[src/hdl/trib_alarm_pkg.sv]
package trib_alarm_pkg;

   // Bus and data widths.
   localparam int ADDR_W = 12;
   localparam int TRACE_ID_W = 8;

   // Register indexes; the byte address of each is four times its index.
   localparam logic [9:0] IDX_TRACE_CFG = 10'h00E;
   localparam logic [9:0] IDX_AIS_CTRL = 10'h010;
   localparam logic [9:0] IDX_RDI_CTRL = 10'h011;
   localparam logic [9:0] IDX_MODE = 10'h014;
   localparam logic [9:0] IDX_STATUS = 10'h015;
   localparam logic [1:0] WORD_ALIGN = 2'h0;

   // Reset values and writable masks; unused bits read back as zero.
   localparam logic [7:0] RST_TRACE_CFG = 8'h06;
   localparam logic [7:0] RST_AIS_CTRL = 8'h00;
   localparam logic [7:0] RST_RDI_CTRL = 8'h00;
   localparam logic [7:0] RST_MODE = 8'h80;
   localparam logic [7:0] MASK_TRACE_CFG = 8'hCF;
   localparam logic [7:0] MASK_AIS_CTRL = 8'hCF;
   localparam logic [7:0] MASK_RDI_CTRL = 8'hFF;
   localparam logic [7:0] MASK_MODE = 8'hF7;

   // Field positions of the overhead and trace configuration.
   localparam int CFG_PDI_MSB = 2;
   localparam int CFG_PDI_LSB = 0;
   localparam int CFG_RDI_DEPTH = 3;
   localparam int CFG_PERSIST = 6;
   localparam int CFG_ALGO = 7;

   // Cause positions, shared by the AIS and the RDI control registers.
   localparam int EN_TIU = 0;
   localparam int EN_TIM = 1;
   localparam int EN_LABEL_UNSTABLE_STATE = 2;
   localparam int EN_LABEL_MISMATCH_STATE = 3;
   localparam int EN_UNEQ = 4;
   localparam int EN_AIS = 5;
   localparam int EN_LOP = 6;
   localparam int EN_LOM = 7;

   // Mode register and status register fields.
   localparam int MODE_TU3 = 0;
   localparam int MODE_OH_RDI = 1;
   localparam int MODE_MASTER_LOP = 2;
   localparam int MODE_THR_LSB = 4;
   localparam int MODE_THR_MSB = 7;
   localparam int STAT_AIS = 0;
   localparam int STAT_RDI = 1;
   localparam int STAT_TIU = 2;
   localparam int STAT_PDI = 3;
   localparam int STAT_RDC_LSB = 4;
   localparam int STAT_RDC_MSB = 6;

   // Acceptance counts.
   localparam logic [2:0] TRACE_PERSIST_LONG = 3'h5;
   localparam logic [2:0] TRACE_PERSIST_SHORT = 3'h3;
   localparam logic [2:0] REP_CNT_MAX = 3'h7;
   localparam logic [4:0] UNST_CNT_MAX = 5'h1F;
   localparam logic [3:0] RDI_DEPTH_LONG = 4'hA;
   localparam logic [3:0] RDI_DEPTH_SHORT = 4'h5;
   localparam logic [3:0] RDI_CNT_MAX = 4'hF;
   localparam logic [7:0] AIS_FILL = 8'hFF;

   typedef struct packed {
      logic psel;
      logic penable;
      logic pwrite;
      logic [ADDR_W-1:0] paddr;
      logic [31:0] pwdata;
   } apb_req_t;

   typedef struct packed {
      logic trace_mismatch_state;
      logic label_unstable_state;
      logic label_mismatch_state;
      logic unequipped;
      logic incoming_ais;
      logic pointer_loss;
      logic multiframe_loss;
   } alarm_state_t;

   typedef enum logic [1:0] {
      APB_IDLE = 2'b01,
      APB_ANSWER = 2'b10
   } apb_state_t;

   typedef struct packed {
      apb_state_t apb_state;
      logic pready;
      logic pslverr;
      logic [31:0] prdata;
      logic [7:0] trace_cfg;
      logic [7:0] ais_ctrl;
      logic [7:0] rdi_ctrl;
      logic [7:0] mode;
      logic [2:0] rdi_last;
      logic [3:0] rdi_cnt;
      logic [2:0] rdi_accepted;
      logic pdi_detect;
      logic ais_active;
      logic rdi_alarm;
      logic rdi_v5;
      logic rdi_g1;
      logic [7:0] data_out;
      logic data_out_valid;
   } ctrl_state_t;

   typedef struct packed {
      logic [TRACE_ID_W-1:0] last_id;
      logic [TRACE_ID_W-1:0] accepted_id;
      logic [2:0] rep_cnt;
      logic [4:0] unst_cnt;
      logic counting;
      logic unstable;
   } trace_state_t;

endpackage

[src/hdl/trace_accept_filter.sv]
`timescale 1ns/1ps
module trace_accept_filter (
   // Clock and reset.
   input wire logic clk_sys,
   input wire logic rstn,
   // Received trace identifier.
   input wire logic id_valid,
   input wire logic [trib_alarm_pkg::TRACE_ID_W-1:0] id_in,
   // Settings.
   input wire logic trace_persistence_select,
   input wire logic unstable_algorithm_select,
   input wire logic [3:0] unstable_threshold,
   // Results.
   output logic trace_unstable_state,
   output logic [trib_alarm_pkg::TRACE_ID_W-1:0] accepted_id
);
   import trib_alarm_pkg::*;

   trace_state_t s;
   trace_state_t next_s;
   logic same;
   logic [2:0] need;

   // Persistence check and unstable counter for each received identifier.
   always_comb begin
      next_s = s;
      same = (id_in == s.last_id);
      need = trace_persistence_select ? TRACE_PERSIST_LONG
                                      : TRACE_PERSIST_SHORT;
      if (id_valid) begin
         next_s.last_id = id_in;
         if (!same) begin
            next_s.rep_cnt = 3'h1;
         end else if (s.rep_cnt != REP_CNT_MAX) begin
            next_s.rep_cnt = s.rep_cnt + 3'h1;
         end
         if (same && next_s.rep_cnt >= need) begin
            // Acceptance clears the count under either algorithm.
            next_s.accepted_id = id_in;
            next_s.unst_cnt = 5'h00;
            next_s.counting = 1'b0;
         end else if (unstable_algorithm_select) begin
            // Once started, every identifier counts until one is accepted.
            if (!same) begin
               next_s.counting = 1'b1;
            end
            if ((s.counting || !same) && s.unst_cnt != UNST_CNT_MAX) begin
               next_s.unst_cnt = s.unst_cnt + 5'h01;
            end
         end else if (!same && s.unst_cnt != UNST_CNT_MAX) begin
            next_s.unst_cnt = s.unst_cnt + 5'h01;
         end
      end
      next_s.unstable = next_s.unst_cnt > {1'b0, unstable_threshold};
   end

   // State register.
   always_ff @(posedge clk_sys or negedge rstn) begin
      if (!rstn) begin
         s <= '0;
      end else begin
         s <= next_s;
      end
   end

   assign trace_unstable_state = s.unstable;
   assign accepted_id = s.accepted_id;
endmodule // trace_accept_filter

[src/hdl/tributary_alarm_action_control.sv]
// The APB slave port was chosen for this implementation.
`timescale 1ns/1ps
// Summary of operation
// - Hold a 3-bit defect code, reset 110, compared against V5 or C2 label.
// - For TU3 the compare byte sign-extends the code's top bit.
// - Remote defect code must persist ten times, or five with depth bit low.
// - Trace identifier accepted after five unchanged receptions, else three.
// - Alternate algorithm counts from first dissimilar identifier until accept.
// - Default algorithm counts each dissimilar identifier; cleared on accept.
// - Trace unstable and trace mismatch raise AIS when their enables are set.
// - Label unstable and label mismatch raise AIS when their enables are set.
// - Pointer loss raises AIS when local or master enable is set.
// - Multiframe loss raises AIS when enabled, never on TU3 streams.
// - Alarm AIS is removed only at a multiframe boundary.
// - RDI goes to the alarm port and optionally into V5, or G1 for TU3.
// - Trace unstable and trace mismatch report RDI when enabled.
// - Label unstable and label mismatch report RDI when enabled.
// - Unequipped reports RDI only while its enable is set.
// - Incoming AIS reports RDI only while its enable is set.
// - Pointer loss reports RDI only while its enable is set.
// - Multiframe loss reports RDI only while its enable is set.
// - Inserted AIS forces every byte of the tributary to all ones.
module tributary_alarm_action_control (
   // Clock and reset.
   input wire logic clk_sys,
   input wire logic rstn,
   // APB register port.
   input wire trib_alarm_pkg::apb_req_t apb_req,
   output logic [31:0] prdata,
   output logic pready,
   output logic pslverr,
   // Alarm states from the detectors of this tributary.
   input wire trib_alarm_pkg::alarm_state_t alarm_in,
   // Received trace identifier.
   input wire logic trace_valid,
   input wire logic [trib_alarm_pkg::TRACE_ID_W-1:0] trace_id,
   // Received signal label (V5 label in bits 2:0, or the whole C2 byte).
   input wire logic label_valid,
   input wire logic [7:0] label_byte,
   // Received remote defect code.
   input wire logic rdi_valid,
   input wire logic [2:0] rdi_code,
   // Tributary stream.
   input wire logic multiframe_boundary,
   input wire logic data_in_valid,
   input wire logic [7:0] data_in,
   output logic data_out_valid,
   output logic [7:0] data_out,
   // Consequent actions.
   output logic ais_insert,
   output logic receive_alarm_port,
   output logic rdi_v5_insert,
   output logic rdi_g1_insert,
   output logic pdi_detect,
   output logic trace_unstable_state,
   output logic [2:0] remote_defect_code,
   output logic [trib_alarm_pkg::TRACE_ID_W-1:0] accepted_trace_id
);
   import trib_alarm_pkg::*;

   ctrl_state_t s;
   ctrl_state_t next_s;
   logic [9:0] idx;
   logic aligned;
   logic [7:0] rd_byte;
   logic hit;
   logic [7:0] pdi_byte;
   logic [3:0] rdi_depth;
   logic [7:0] cause;
   logic [7:0] ais_cause;
   logic [7:0] rdi_cause;
   logic ais_any;
   logic rdi_any;
   logic tu3;

   // The trace persistence and unstable counters live in their own block.
   trace_accept_filter trace_filter (
      .clk_sys(clk_sys),
      .rstn(rstn),
      .id_valid(trace_valid),
      .id_in(trace_id),
      .trace_persistence_select(s.trace_cfg[CFG_PERSIST]),
      .unstable_algorithm_select(s.trace_cfg[CFG_ALGO]),
      .unstable_threshold(s.mode[MODE_THR_MSB:MODE_THR_LSB]),
      .trace_unstable_state(trace_unstable_state),
      .accepted_id(accepted_trace_id)
   );

   // Register decode; unmapped or misaligned words answer with an error.
   always_comb begin
      idx = apb_req.paddr[ADDR_W-1:2];
      aligned = (apb_req.paddr[1:0] == WORD_ALIGN);
      hit = aligned;
      case (idx)
         IDX_TRACE_CFG: rd_byte = s.trace_cfg;
         IDX_AIS_CTRL: rd_byte = s.ais_ctrl;
         IDX_RDI_CTRL: rd_byte = s.rdi_ctrl;
         IDX_MODE: rd_byte = s.mode;
         IDX_STATUS: rd_byte = {1'b0, s.rdi_accepted, s.pdi_detect,
                                trace_unstable_state, s.rdi_alarm,
                                s.ais_active};
         default: begin
            rd_byte = 8'h00;
            hit = 1'b0;
         end
      endcase
   end

   // Cause vector in the bit order of both control registers.
   always_comb begin
      tu3 = s.mode[MODE_TU3];
      cause = 8'h00;
      cause[EN_TIU] = trace_unstable_state;
      cause[EN_TIM] = alarm_in.trace_mismatch_state;
      cause[EN_LABEL_UNSTABLE_STATE] = alarm_in.label_unstable_state;
      cause[EN_LABEL_MISMATCH_STATE] = alarm_in.label_mismatch_state;
      cause[EN_UNEQ] = alarm_in.unequipped;
      cause[EN_AIS] = alarm_in.incoming_ais;
      cause[EN_LOP] = alarm_in.pointer_loss;
      cause[EN_LOM] = alarm_in.multiframe_loss;
      ais_cause = cause & s.ais_ctrl;
      // The local pointer-loss enable is OR-ed with the master copy.
      ais_cause[EN_LOP] = cause[EN_LOP] &
         (s.ais_ctrl[EN_LOP] | s.mode[MODE_MASTER_LOP]);
      // A TU3 stream carries no multiframe, so that cause is dropped.
      ais_cause[EN_LOM] = cause[EN_LOM] & s.ais_ctrl[EN_LOM] & ~tu3;
      rdi_cause = cause & s.rdi_ctrl;
      ais_any = |ais_cause;
      rdi_any = |rdi_cause;
   end

   // Comparison values for defect indication and remote defect filtering.
   always_comb begin
      if (tu3) begin
         pdi_byte = {{5{s.trace_cfg[CFG_PDI_MSB]}},
                     s.trace_cfg[CFG_PDI_MSB:CFG_PDI_LSB]};
      end else begin
         pdi_byte = {5'h00, s.trace_cfg[CFG_PDI_MSB:CFG_PDI_LSB]};
      end
      rdi_depth = s.trace_cfg[CFG_RDI_DEPTH] ? RDI_DEPTH_LONG
                                             : RDI_DEPTH_SHORT;
   end

   // Next state of the whole block.
   always_comb begin
      next_s = s;
      // APB answers one cycle into the access phase and commits on pready.
      case (s.apb_state)
         APB_IDLE: begin
            next_s.pready = 1'b0;
            next_s.pslverr = 1'b0;
            if (apb_req.psel && apb_req.penable) begin
               next_s.apb_state = APB_ANSWER;
               next_s.pready = 1'b1;
               next_s.pslverr = ~hit;
               next_s.prdata = (hit && !apb_req.pwrite) ?
                               {24'h000000, rd_byte} : 32'h00000000;
            end
         end
         APB_ANSWER: begin
            next_s.apb_state = APB_IDLE;
            next_s.pready = 1'b0;
            next_s.pslverr = 1'b0;
            if (apb_req.psel && apb_req.penable && apb_req.pwrite && hit) begin
               case (idx)
                  IDX_TRACE_CFG: next_s.trace_cfg =
                     apb_req.pwdata[7:0] & MASK_TRACE_CFG;
                  IDX_AIS_CTRL: next_s.ais_ctrl =
                     apb_req.pwdata[7:0] & MASK_AIS_CTRL;
                  IDX_RDI_CTRL: next_s.rdi_ctrl =
                     apb_req.pwdata[7:0] & MASK_RDI_CTRL;
                  IDX_MODE: next_s.mode = apb_req.pwdata[7:0] & MASK_MODE;
                  default: next_s.mode = s.mode;
               endcase
            end
         end
         default: begin
            next_s.apb_state = APB_IDLE;
            next_s.pready = 1'b0;
            next_s.pslverr = 1'b0;
         end
      endcase

      // Defect indication compare on each received label.
      if (label_valid) begin
         if (tu3) begin
            next_s.pdi_detect = (label_byte == pdi_byte);
         end else begin
            next_s.pdi_detect = (label_byte[2:0] == pdi_byte[2:0]);
         end
      end

      // Remote defect code filter: a new code restarts the persistence run.
      if (rdi_valid) begin
         next_s.rdi_last = rdi_code;
         if (rdi_code != s.rdi_last) begin
            next_s.rdi_cnt = 4'h1;
         end else if (s.rdi_cnt != RDI_CNT_MAX) begin
            next_s.rdi_cnt = s.rdi_cnt + 4'h1;
         end
         if (next_s.rdi_cnt >= rdi_depth) begin
            next_s.rdi_accepted = rdi_code;
         end
      end

      // AIS sets at once but is held until a multiframe boundary, so the
      // downstream equipment never sees AIS end partway through a multiframe.
      if (ais_any) begin
         next_s.ais_active = 1'b1;
      end else if (multiframe_boundary) begin
         next_s.ais_active = 1'b0;
      end

      // RDI to the alarm port, optionally into the overhead byte.
      next_s.rdi_alarm = rdi_any;
      next_s.rdi_v5 = rdi_any & s.mode[MODE_OH_RDI] & ~tu3;
      next_s.rdi_g1 = rdi_any & s.mode[MODE_OH_RDI] & tu3;

      // Stream output; AIS overwrites every byte rather than only overhead.
      next_s.data_out_valid = data_in_valid;
      if (data_in_valid) begin
         next_s.data_out = s.ais_active ? AIS_FILL : data_in;
      end
   end

   // State register.
   always_ff @(posedge clk_sys or negedge rstn) begin
      if (!rstn) begin
         s <= '0;
         s.apb_state <= APB_IDLE;
         s.trace_cfg <= RST_TRACE_CFG;
         s.ais_ctrl <= RST_AIS_CTRL;
         s.rdi_ctrl <= RST_RDI_CTRL;
         s.mode <= RST_MODE;
      end else begin
         s <= next_s;
      end
   end

   // Outputs straight from the state register.
   assign prdata = s.prdata;
   assign pready = s.pready;
   assign pslverr = s.pslverr;
   assign data_out = s.data_out;
   assign data_out_valid = s.data_out_valid;
   assign ais_insert = s.ais_active;
   assign receive_alarm_port = s.rdi_alarm;
   assign rdi_v5_insert = s.rdi_v5;
   assign rdi_g1_insert = s.rdi_g1;
   assign pdi_detect = s.pdi_detect;
   assign remote_defect_code = s.rdi_accepted;
endmodule // tributary_alarm_action_control

[config.mk]
export PLATFORM = sky130hd
export DESIGN_NAME = tributary_alarm_action_control
export DESIGN_NICKNAME = d
export VERILOG_FILES = /design/src/hdl/trib_alarm_pkg.sv /design/src/hdl/trace_accept_filter.sv /design/src/hdl/tributary_alarm_action_control.sv
export SDC_FILE = /design/constraint.sdc
export NUM_CORES = 1
export LEC_CHECK = 0
export BUFFER_PORTS_ARGS = -buffer_cell sky130_fd_sc_hd__buf_2
export CAP_MARGIN = 30
export CORE_MARGIN = 1.5
export CORE_UTILIZATION = 47
export DETAILED_ROUTE_END_ITERATION = 16
export HOLD_SLACK_MARGIN = 0.06
export PLACE_DENSITY = 0.77
export SYNTH_ARGS = -nofsm -noshare
export SYNTH_HDL_FRONTEND = slang
export SYNTH_HIERARCHICAL = 1
export SYNTH_SLANG_ARGS = --single-unit
[constraint.sdc]
create_clock -name clk_sys -period 3 [get_ports clk_sys]
set_input_delay 0.3 -clock clk_sys [delete_from_list [all_inputs] [get_ports clk_sys]]
set_output_delay 0.3 -clock clk_sys [all_outputs]
set_load 0.02 [all_outputs]
==> metrics.md, run 1 <==
| Metric | Value |
|---|---|
| Root Buffer | `clkbuf_8` |
| WHS Path Cells | `2` |
| RSZ-0062 raised after global routing | `yes` |
| Critical path's top delay family | `simple AND/OR/NAND/NOR gates` |
| Synthesized flop and latch total | `a little under 90` |
| Worst r2r path cells | `16` |
| Final setup viols | `1` |
| Layout cell share with drive strength beyond 1 | `0.3745` |
| Relative slew slack | `0.5136` |
| # rows | `37` |
| Clk pin slew, worst setup/hold paths | `roughly 90 ps` |
| Finished Core Util | `0.5468` |
| WS Path Type | `reg2reg` |
| Max incr delay on CP | `~390 ps` |
| Slew Viols, Final | `0` |
| CTS buffer count | `9` |
| Diodes inserted | `0` |
| Worst vdd ir | `approximately 0.00019 V` |
| Final Routed Wirelength | `10580 µm` |
| Nets@finish | `~640` |
| Stages on worst setup path | `16` |
| Outcome | `finished with violations` |
| Detail Route Antenna Nets | `0` |
| Slew @ Worst Pin | `729.6 ps` |
| Final period util | `1.001` |
| Largest cells by area after synthesis | `dfrtp_1 43%, mux2_2 8.6%, buf_4 7.7%` |
| Max Fanout on Critical Path | `3` |
| Yosys top cell by area | `dfrtp_1` |
| Critical path data arrival time | `3250 ps` |
| Vias in the first global route | `roughly 3600` |
| Fmax | `around 0.33 GHz` |
| First-pass GRT wire length | `about 17000 µm` |
| P&R area growth vs syn | `12.94%` |
| Required time of the critical path | `3250 ps` |
| CP max-delay cell | `dfrtp_1` |
| Antenna violations before repair | `0` |
| GRT Util Overall | `0.1958` |
| Seq/Total Area, Yosys | `0.4466` |
| Lkg Pwr | `about 2.8 nW` |
| Worst Skew | `between 10 and 15 ps` |
| Mapped cell area | `4999 µm²` |
| HPWL after DPL | `between 8000 and 9000 µm` |
| Top-area cell type share of the netlist area | `0.4255` |
| Worst path buffer plus inverter count | `0` |
| Drt initial violations | `243` |
| Routed length per instance | `roughly 16 µm` |
| Gpl congestion | `about 0.84` |
| Crit path launch | `trace_filter/s[23]` |
| Post-synth EDFFs | `0` |
| Crit-path cells | `xor2_1 -> nor4_4 -> nand2_2 -> nor2_1 -> ha_1 -> nand2_1 -> o31ai_2 -> nand2_1 -> nor2_4 -> nor2_1 -> ha_1 -> nor2b_1 -> o21a_1 -> o21a_1 -> o21ai_1 -> nand3_1` |
| Yosys cell types | `between 60 and 70` |
| Die height | `106.1 µm` |
| Max cap viols | `0` |
| Clock Latency Late Sink | `~370 ps` |
| Synthesized area per cell | `around 11 µm²` |
| Asr flop ratio synth | `1.000` |
| Initial Util | `0.4842` |
| Min-Delay Startpoint | `label_valid` |
| Final hold vios | `0` |
| Routed vias | `approximately 3700` |
| Power per cell area | `just under 500 nW/µm²` |
| Worst setup EP type | `flip-flop` |
| Detailed Routing Iterations Pass 1 | `5` |
| Period minus WS final | `3003 ps` |
| Failing checks | `setup timing` |
| Ys flop type | `dfrtp_1` |
| Largest net degree at the start of global routing | `a little under 60` |
| Worst setup margin | `-3.414 ps` |
| Kind of start point of the critical path | `flip-flop` |
| H-tree depth | `3` |
| Remaining DRCs | `0` |
| Vias per cell | `approximately 5.4` |
| Die Area | `between 10000 and 15000 µm²` |
| Mapped Cells | `between 400 and 500` |
| CTS max path bufs | `2` |
| CTS tree | `yes` |
| Io pins | `approximately 150` |
| Reg2reg start | `trace_filter/s[23]` |
| Worst hold path type | `in2reg` |
| Grt ovf | `0` |
| Core ar. | `10320 µm²` |
| Pwr Total | `~2.7 mW` |
| Ys Warns | `6` |
| PortBufs | `99` |
| Sink Count | `89` |
| Chip width | `between 100 and 150 µm` |
cells in the mapped netlist (all sizes together), types with 2 or more instances:
| cell | count |
|---|---|
| xnor2 | 7 |
| mux4 | 4 |
| nor4 | 4 |
| a22oi | 8 |
| or2 | 2 |
| dfrtp | 85 |
| nand4 | 4 |
| dfstp | 4 |
| nor2 | 38 |
| nand2b | 6 |
| or3 | 2 |
| nor3b | 2 |
| mux2 | 52 |
| or4 | 3 |
| xor2 | 9 |
| o21a | 2 |
| nor3 | 8 |
| nand3 | 17 |
| a211o | 4 |
| clkbuf | 8 |
| nand3b | 2 |
| buf | 56 |
| o31ai | 3 |
| ha | 14 |
| o2bb2ai | 2 |
| o21ai | 13 |
| nor2b | 3 |
| a21oi | 14 |
| o311a | 3 |
| nand2 | 22 |
| and3 | 7 |
| a32oi | 6 |
| a31oi | 7 |
| inv | 15 |
| mux2i | 4 |
layout make-up:
class                   count  area [µm²]
clock buffers              10       137.6
clock inverters             6       66.31
fillers                   867        4678
inverters                  15       56.30
multi-input cells         309        2377
flip-flops and latches     89        2232
well taps                 136       170.2
repair buffers            113       605.6
cells in the final DEF (no fill, tap or decap), types with 4 or more instances in the layout:
cell type,instances
clkbuf_8,10
a31oi_1,7
mux2i_1,4
mux2_4,13
xor2_1,9
a211o_1,4
buf_2,98
a21oi_1,12
dfrtp_1,85
mux4_2,4
and3_1,7
conb_1,24
inv_1,15
ha_1,14
o21ai_0,12
nor3_1,6
buf_4,14
nand4_1,4
nand2b_1,5
nand3_1,17
a22oi_1,8
dfstp_2,4
mux2_2,38
nor2_1,37
xnor2_1,7
nand2_1,21
a32oi_1,6
where the power goes:
group          internal (mW)  switching (mW)
Sequential              1.27          0.0635
Combinational          0.228           0.302
Clock                  0.411           0.436
worst paths after layout:
path	to	slack, ps
worst max-delay path	trace_filter/trace_unstable_state	-3
worst min-delay path	pdi_detect	150
worst max register to register	trace_filter/trace_unstable_state	-3
worst min register to register	prdata[3]	490
max in group asynchronous	s[49]	1680
min in group asynchronous	trace_filter/accepted_id[4]	530
what timing repair did:
item                       in CTS  in global routing
resized for setup               2                  1
hold buffers                    1                  0
buffers inserted                1                  0
setup endpoints to repair       1                  1
hold endpoints to repair       54                  0
pin swaps                       2                  0
registers in the layout, summed over array words and instances, names as in the netlist, 3 cells and up:
name and flops:
data_out 8, prdata 8, remote_defect_code 3, s 36, trace_filter/accepted_id 8, trace_filter/s 17
cells by family after synthesis:
| group | synth area share |
|---|---|
| DFF | 0.4466 |
| other | 0.0007502 |
| xor gates and xnor gates | 0.02804 |
| buffers and inverters | 0.1011 |
| muxes | 0.1529 |
| adders and majority gates | 0.03504 |
| AOI/OAI and AO/OA | 0.09412 |
| and+or+nand+nor | 0.1414 |
per-layer routing:
layer  part of all wire  vias up  track usage  wire length, µm
li1                   -     1728            -                -
met2               0.50      118       0.3396             5341
met4              0.015        0      0.08205              163
met3              0.052       14      0.03801              548
met5                  0        -            0                0
met1               0.43     1810       0.2373             4526
per-stage QoR:
step	cell area (µm²)	setup WS, ps	TNS, ps	hold slack, ps	std cells
after floorplan	5107	-142.1	-142.1	4.409	477
after global placement	5416	10.52	0	398.7	660
after detailed placement	5416	-107.3	-107.3	410.4	660
after CTS	5642	-38.50	-38.50	124.6	678
after global routing	5645	-222.4	-222.4	133.9	678
final	5645	-3.414	-3.414	148.2	678
Note: power is estimated with default switching activity, not from simulation.
==> run 2, diff against run 1 <==
Settings changed: SYNTH_HIERARCHICAL 1 to default.
==> run 2 against run 1 <==
  * The run still ends with setup timing left
  * Synthesized cell count shrank 5.1%
  * Critical endpoint is now trace_filter.trace_unstable_state
  * Largest cell class is now flip-flops and latches
  * Global-route usage shrank 1.1 points
  * Critical path type unchanged
  * Largest power group unchanged
  * Die area shrank 4.5%
  * First-iteration DRC count shrank 33%
==> metrics.md, run 2 <==
| Metric | Value |
|---|---|
| Outcome | `finished with violations` |
| Failing checks | `setup timing` |
| Asr flop ratio synth | `1.000` |
| GRT Util Overall | `0.1849` |
| Worst vdd ir | `0.0002100 V` |
| CTS buffer count | `9` |
| Drt initial violations | `roughly 160` |
| CTS tree | `yes` |
| Biggest regs | `s (36), trace_filter.s (17)` |
| Post-synth EDFFs | `0` |
| H-tree depth | `3` |
| RSZ-0062 raised after global routing | `yes` |
| Lkg Pwr | `roughly 2.7 nW` |
| Clock Latency Late Sink | `360 ps` |
| Cell total after placement | `roughly 630` |
| Max reg flops | `36` |
| Io pins | `about 150` |
| Routed vias | `about 3400` |
| Largest net degree at the start of global routing | `between 40 and 50` |
| Yosys top cell by area | `dfrtp_1` |
| Final Routed Wirelength | `slightly below 10000 µm` |
| Mapped cell area | `between 4000 and 5000 µm²` |
| First-pass GRT wire length | `16060 µm` |
| Max cap viols | `0` |
| Diodes inserted | `0` |
| Remaining DRCs | `0` |
| Synthesized area per cell | `~11 µm²` |
| Vias per cell | `~5.2` |
| Commonest non-fill, non-tap cells in the layout | `98 x buf_2, 85 x dfrtp_1, 50 x mux2_2, 33 x nor2_1, 24 x conb_1` |
| Final hold vios | `0` |
| Critical path data arrival time | `~3300 ps` |
| P&R area growth vs syn | `15.15%` |
| Slew Viols, Final | `0` |
| Count leader, synth | `dfrtp_1` |
| CTS max path bufs | `2` |
| Fin Setup TNS | `-46.23 ps` |
| HPWL after DPL | `between 7000 and 8000 µm` |
| Ys flop type | `dfrtp_1` |
| Most instantiated cells after synthesis | `85 x dfrtp_1, 51 x buf_4, 50 x mux2_2` |
| Top-area cell type share of the netlist area | `0.4464` |
| Most common cell after layout, fill and taps aside | `buf_2` |
| Relative slew slack | `0.6055` |
| Final setup viols | `1` |
| Synthesized flop and latch total | `89` |
| Biggest register | `s` |
| Period minus WS final | `roughly 3000 ps` |
| Fin area | `5487 µm²` |
| Ys Warns | `0` |
| Slew @ Worst Pin | `about 590 ps` |
| Seq/Total Area, Yosys | `0.4685` |
| Clk pin slew, worst setup/hold paths | `80 ps` |
| Layout Cells excl Fill | `about 650` |
| Antenna violations before repair | `1` |
| Routed length per instance | `14.95 µm` |
| Required time of the critical path | `3240 ps` |
| Yosys cell types | `51` |
| Grt ovf | `0` |
| Worst setup EP type | `flip-flop` |
| Sink Count | `a little under 90` |
| Fmax | `around 0.33 GHz` |
| Core ar. | `slightly below 10000 µm²` |
| Die Area | `10750 µm²` |
| # rows | `36` |
| Hold slack | `between 100 and 150 ps` |
| Nets@finish | `618` |
| Chip width | `103.7 µm` |
| WS Path Type | `reg2reg` |
| Initial Util | `0.4852` |
| Worst hold path type | `in2reg` |
| Kind of start point of the critical path | `flip-flop` |
| Largest cells by area after synthesis | `dfrtp_1 45%, mux2_2 12%, buf_4 8.0%` |
| Detailed Routing Iterations Pass 1 | `4` |
| Worst Skew | `approximately 7 ps` |
| Final period util | `1.015` |
| Detail Route Antenna Nets | `0` |
| PortBufs | `around 100` |
| Mapped Cells | `431` |
| Layout cell share with drive strength beyond 1 | `0.3973` |
| Die height | `between 100 and 150 µm` |
| Gpl congestion | `0.8440` |
| Power per cell area | `503.7 nW/µm²` |
| Worst setup margin | `-46.23 ps` |
| Max Fanout on Critical Path | `5` |
| Root Buffer | `clkbuf_8` |
| DP Area | `~5200 µm²` |
| Vias in the first global route | `approximately 3300` |
==> run 2: layout make-up <==
| class | count | area [µm²] |
|---|---|---|
| timing repair buffer | 114 | 613.1 |
| tap | 133 | 166.4 |
| fill | 859 | 4333 |
| multi-input combinational | 288 | 2217 |
| inverter | 14 | 52.55 |
| clock inverter | 4 | 70.07 |
| clock buffer | 12 | 135.1 |
| sequential | 89 | 2232 |
==> run 2: logic make-up after synthesis <==
group / count (synthesis) / synth area share
other cells: 1 / 0.0007871
xor+xnor: 16 / 0.02941
flops: 89 / 0.4685
compound gates: 66 / 0.09191
buf+inv: 77 / 0.1040
fa+ha+maj: 14 / 0.03677
simple gates: 108 / 0.1169
mux: 60 / 0.1518
==> run 2: final timing paths <==
path | from | to | slack [ps] | cells past startpoint
worst max-delay path | trace_filter.s[20] | trace_filter.trace_unstable_state | -50 | 14
worst min-delay path | label_valid | pdi_detect | 120 | 2
worst max register to register | trace_filter.s[20] | trace_filter.trace_unstable_state | -50 | 14
worst min register to register | prdata[1] | prdata[1] | 490 | 2
max in group asynchronous | rstn | s[49] | 1710 | 3
min in group asynchronous | rstn | trace_filter.accepted_id[5] | 490 | 2
==> run 2: where the power goes <==
group / switching, mW / internal, mW
logic: 0.308 / 0.253
registers: 0.0587 / 1.28
clock network: 0.401 / 0.468
total: 0.768 / 2.00
==> run 2: what timing repair did <==
action                                  in CTS  in global routing
hold buffers                                 1                  0
setup buffers                                0                  3
endpoints found under the setup margin       1                  1
gates resized for setup                      1                 10
pin swaps                                    1                 13
hold endpoints to repair                    42                  0
==> run 2: critical path, stage by stage (launching register included) <==
cell	delay [ps]
dfrtp_1	390
xnor2_1	160
nand4_1	130
or3_4	420
a21oi_4	150
ha_4	220
a211oi_4	270
nor3_4	100
nor2_4	140
ha_4	210
nor2b_4	120
o21a_1	180
o21a_1	190
o21ai_1	150
o21ai_1	100
==> run 2: through the flow <==
step           setup slack (ps)    util  power (mW)
2_1_floorplan             16.47       -       1.724
3_3_place_gp              39.50  0.5266       1.840
3_5_place_dp             -94.40  0.5266       1.870
4_1_cts                   13.43  0.5491       2.744
5_1_grt                  -171.8  0.5587       2.914
6_report                 -46.23  0.5587       2.764
==> run 2: routing by layer <==
| metal | global-route usage | wire length (µm) | part of all wire |
|---|---|---|---|
| met1 | 0.2436 | 4340 | 0.44 |
| met3 | 0.04468 | 501 | 0.051 |
| met5 | 0 | 8 | 0.00082 |
| met4 | 0.06845 | 151 | 0.015 |
| met2 | 0.2971 | 4778 | 0.49 |
==> run 3, diff against run 2 <==
Settings changed: BUFFER_PORTS_ARGS -buffer_cell sky130_fd_sc_hd__buf_2 to -buffer_cell sky130_fd_sc_hd__buf_4.
==> run 3 against run 2 <==
  * The run now ends clean
  * Setup slack better by 130 ps
  * Cell area rose by 3.8%
  * Clock power grew 4.9%
  * Critical path type unchanged
  * Largest cell class unchanged
  * Highest routed layer is now met4
==> metrics.md, run 3 (synthesis gave the netlist of run 2 again) <==
| Metric | Value |
|---|---|
| Outcome | `finished, final reports clean` |
| Fin Setup TNS | `0 ps` |
| Pwr Total | `2.836 mW` |
| Final setup viols | `0` |
| Routed vias | `between 3000 and 4000` |
| Fmax | `roughly 0.34 GHz` |
| Hold slack | `124.7 ps` |
| Clock Latency Late Sink | `approximately 360 ps` |
| Drt initial violations | `~190` |
| Die height | `103.7 µm` |
| WHS Path Cells | `2` |
| HPWL after DPL | `approximately 7200 µm` |
| Fillers | `849` |
| Worst setup EP type | `flip-flop` |
| RSZ-0062 raised after global routing | `yes` |
| Io pins | `between 100 and 150` |
| Reg area | `roughly 2200 µm²` |
| Final Routed Wirelength | `around 10000 µm` |
| Detail Route Antenna Nets | `0` |
| First-pass GRT wire length | `between 15000 and 20000 µm` |
| Biggest register | `s` |
| Antenna violations before repair | `0` |
| GRT busiest layer | `met2` |
| Initial Util | `0.4852` |
| Nets@finish | `617` |
| Grt ovf | `0` |
| P&R area growth vs syn | `19.51%` |
| Routing usage on met3 | `0.05475` |
| Lkg Pwr | `approximately 2.7 nW` |
| Most common cell after layout, fill and taps aside | `buf_4` |
| Area used by multi-input combinational logic | `around 2200 µm²` |
| Worst hold path type | `in2reg` |
| Layout Cells excl Fill | `roughly 650` |
| Kind of start point of the critical path | `flip-flop` |
| CTS tree | `yes` |
| Sink Count | `89` |
| Root Buffer | `clkbuf_8` |
| Final period util | `0.9707` |
| Cell total after placement | `632` |
| Grt met1 use | `0.2456` |
| Biggest regs | `s (36), trace_filter.s (17)` |
| Power per cell area | `~500 nW/µm²` |
| Worst vdd ir | `approximately 0.00025 V` |
| H-tree depth | `3` |
| Gpl congestion | `around 0.85` |
| Detailed Routing Iterations Pass 1 | `4` |
| Period minus WS final | `slightly below 3000 ps` |
| Die Area | `between 10000 and 15000 µm²` |
| Layout cell share with drive strength beyond 1 | `0.3923` |
| PortBufs | `99` |
| Commonest non-fill, non-tap cells in the layout | `112 x buf_4, 85 x dfrtp_1, 50 x mux2_2, 33 x nor2_1, 24 x conb_1` |
| Diodes inserted | `0` |
| Chip width | `between 100 and 150 µm` |
| # rows | `36` |
| Largest net degree at the start of global routing | `64` |
| Required time of the critical path | `around 3300 ps` |
| Critical path data arrival time | `around 3200 ps` |
| Worst r2r path cells | `14` |
| CTS max path bufs | `2` |
| Worst Skew | `roughly 16 ps` |
| CTS buffer count | `9` |
| Vias per cell | `5.129` |
| Remaining DRCs | `0` |
| Routed length per instance | `approximately 15 µm` |
| Slew Viols, Final | `0` |
| Relative slew slack | `0.4801` |
| Max reg flops | `36` |
| Vias in the first global route | `around 3300` |
| Slew @ Worst Pin | `between 700 and 800 ps` |
| GRT Util Overall | `0.1892` |
| Core ar. | `slightly below 10000 µm²` |
| Max Fanout on Critical Path | `6` |
| Met2 global-route usage | `0.3124` |
| Clk pin slew, worst setup/hold paths | `around 90 ps` |
| Max cap viols | `0` |
| WS Path Type | `reg2reg` |
| Final hold vios | `0` |
-- run 3: cell type report --
cell class | instances | area share
Sequential cell | 89 | 0.3920
Clock buffer | 11 | 0.02483
Timing Repair Buffer | 113 | 0.1494
Inverter | 14 | 0.009229
Multi-Input combinational cell | 288 | 0.3815
Clock inverter | 5 | 0.01384
Tap cell | 133 | 0.02922
-- run 3: worst paths after layout --
kind / endpoint / startpoint / slack (ps)
max reg2reg: trace_filter.trace_unstable_state / trace_filter.s[19] / 90
max: trace_filter.trace_unstable_state / trace_filter.s[19] / 90
min in group asynchronous: trace_filter.s[3] / rstn / 560
min reg2reg: prdata[1] / prdata[1] / 490
min: pdi_detect / label_valid / 120
max in group asynchronous: s[31] / rstn / 1660
-- run 3: per-stage QoR --
step	setup WS (ps)	utilization	cell area [µm²]
final	87.93	0.5799	5694
after floorplan	16.47	-	4867
after global placement	21.01	0.5501	5401
after CTS	4.694	0.5735	5632
after detailed placement	-72.54	0.5501	5401
after global routing	-80.00	0.5799	5694
-- run 3: layer usage --
metal	up-vias	share of wire
met5	-	0
met4	0	0.0070
met3	6	0.050
met2	89	0.50
met1	1633	0.44
li1	1621	-
-- run 3: critical path, cell delays in order, from the launching register on --
cell	delay [ps]
dfrtp_1	390
xnor2_1	160
nand2_1	100
or3_4	400
a21oi_2	110
ha_1	240
a211oi_2	260
nor3_4	110
nor2_4	160
ha_4	210
nor2b_1	130
o21a_1	170
o21a_1	170
o21ai_1	120
o21ai_1	80
-- run 3: power breakdown --
group          switching, mW  internal [mW]
clock                  0.421          0.491
sequential            0.0611           1.28
combinational          0.299          0.288
-- run 3: what timing repair did --
item,4_1_cts,5_1_grt
resized for setup,1,4
hold buffers,1,0
pin swaps,0,12
buffers inserted,0,4
endpoints found under the hold margin,59,0
setup endpoints to repair,1,1
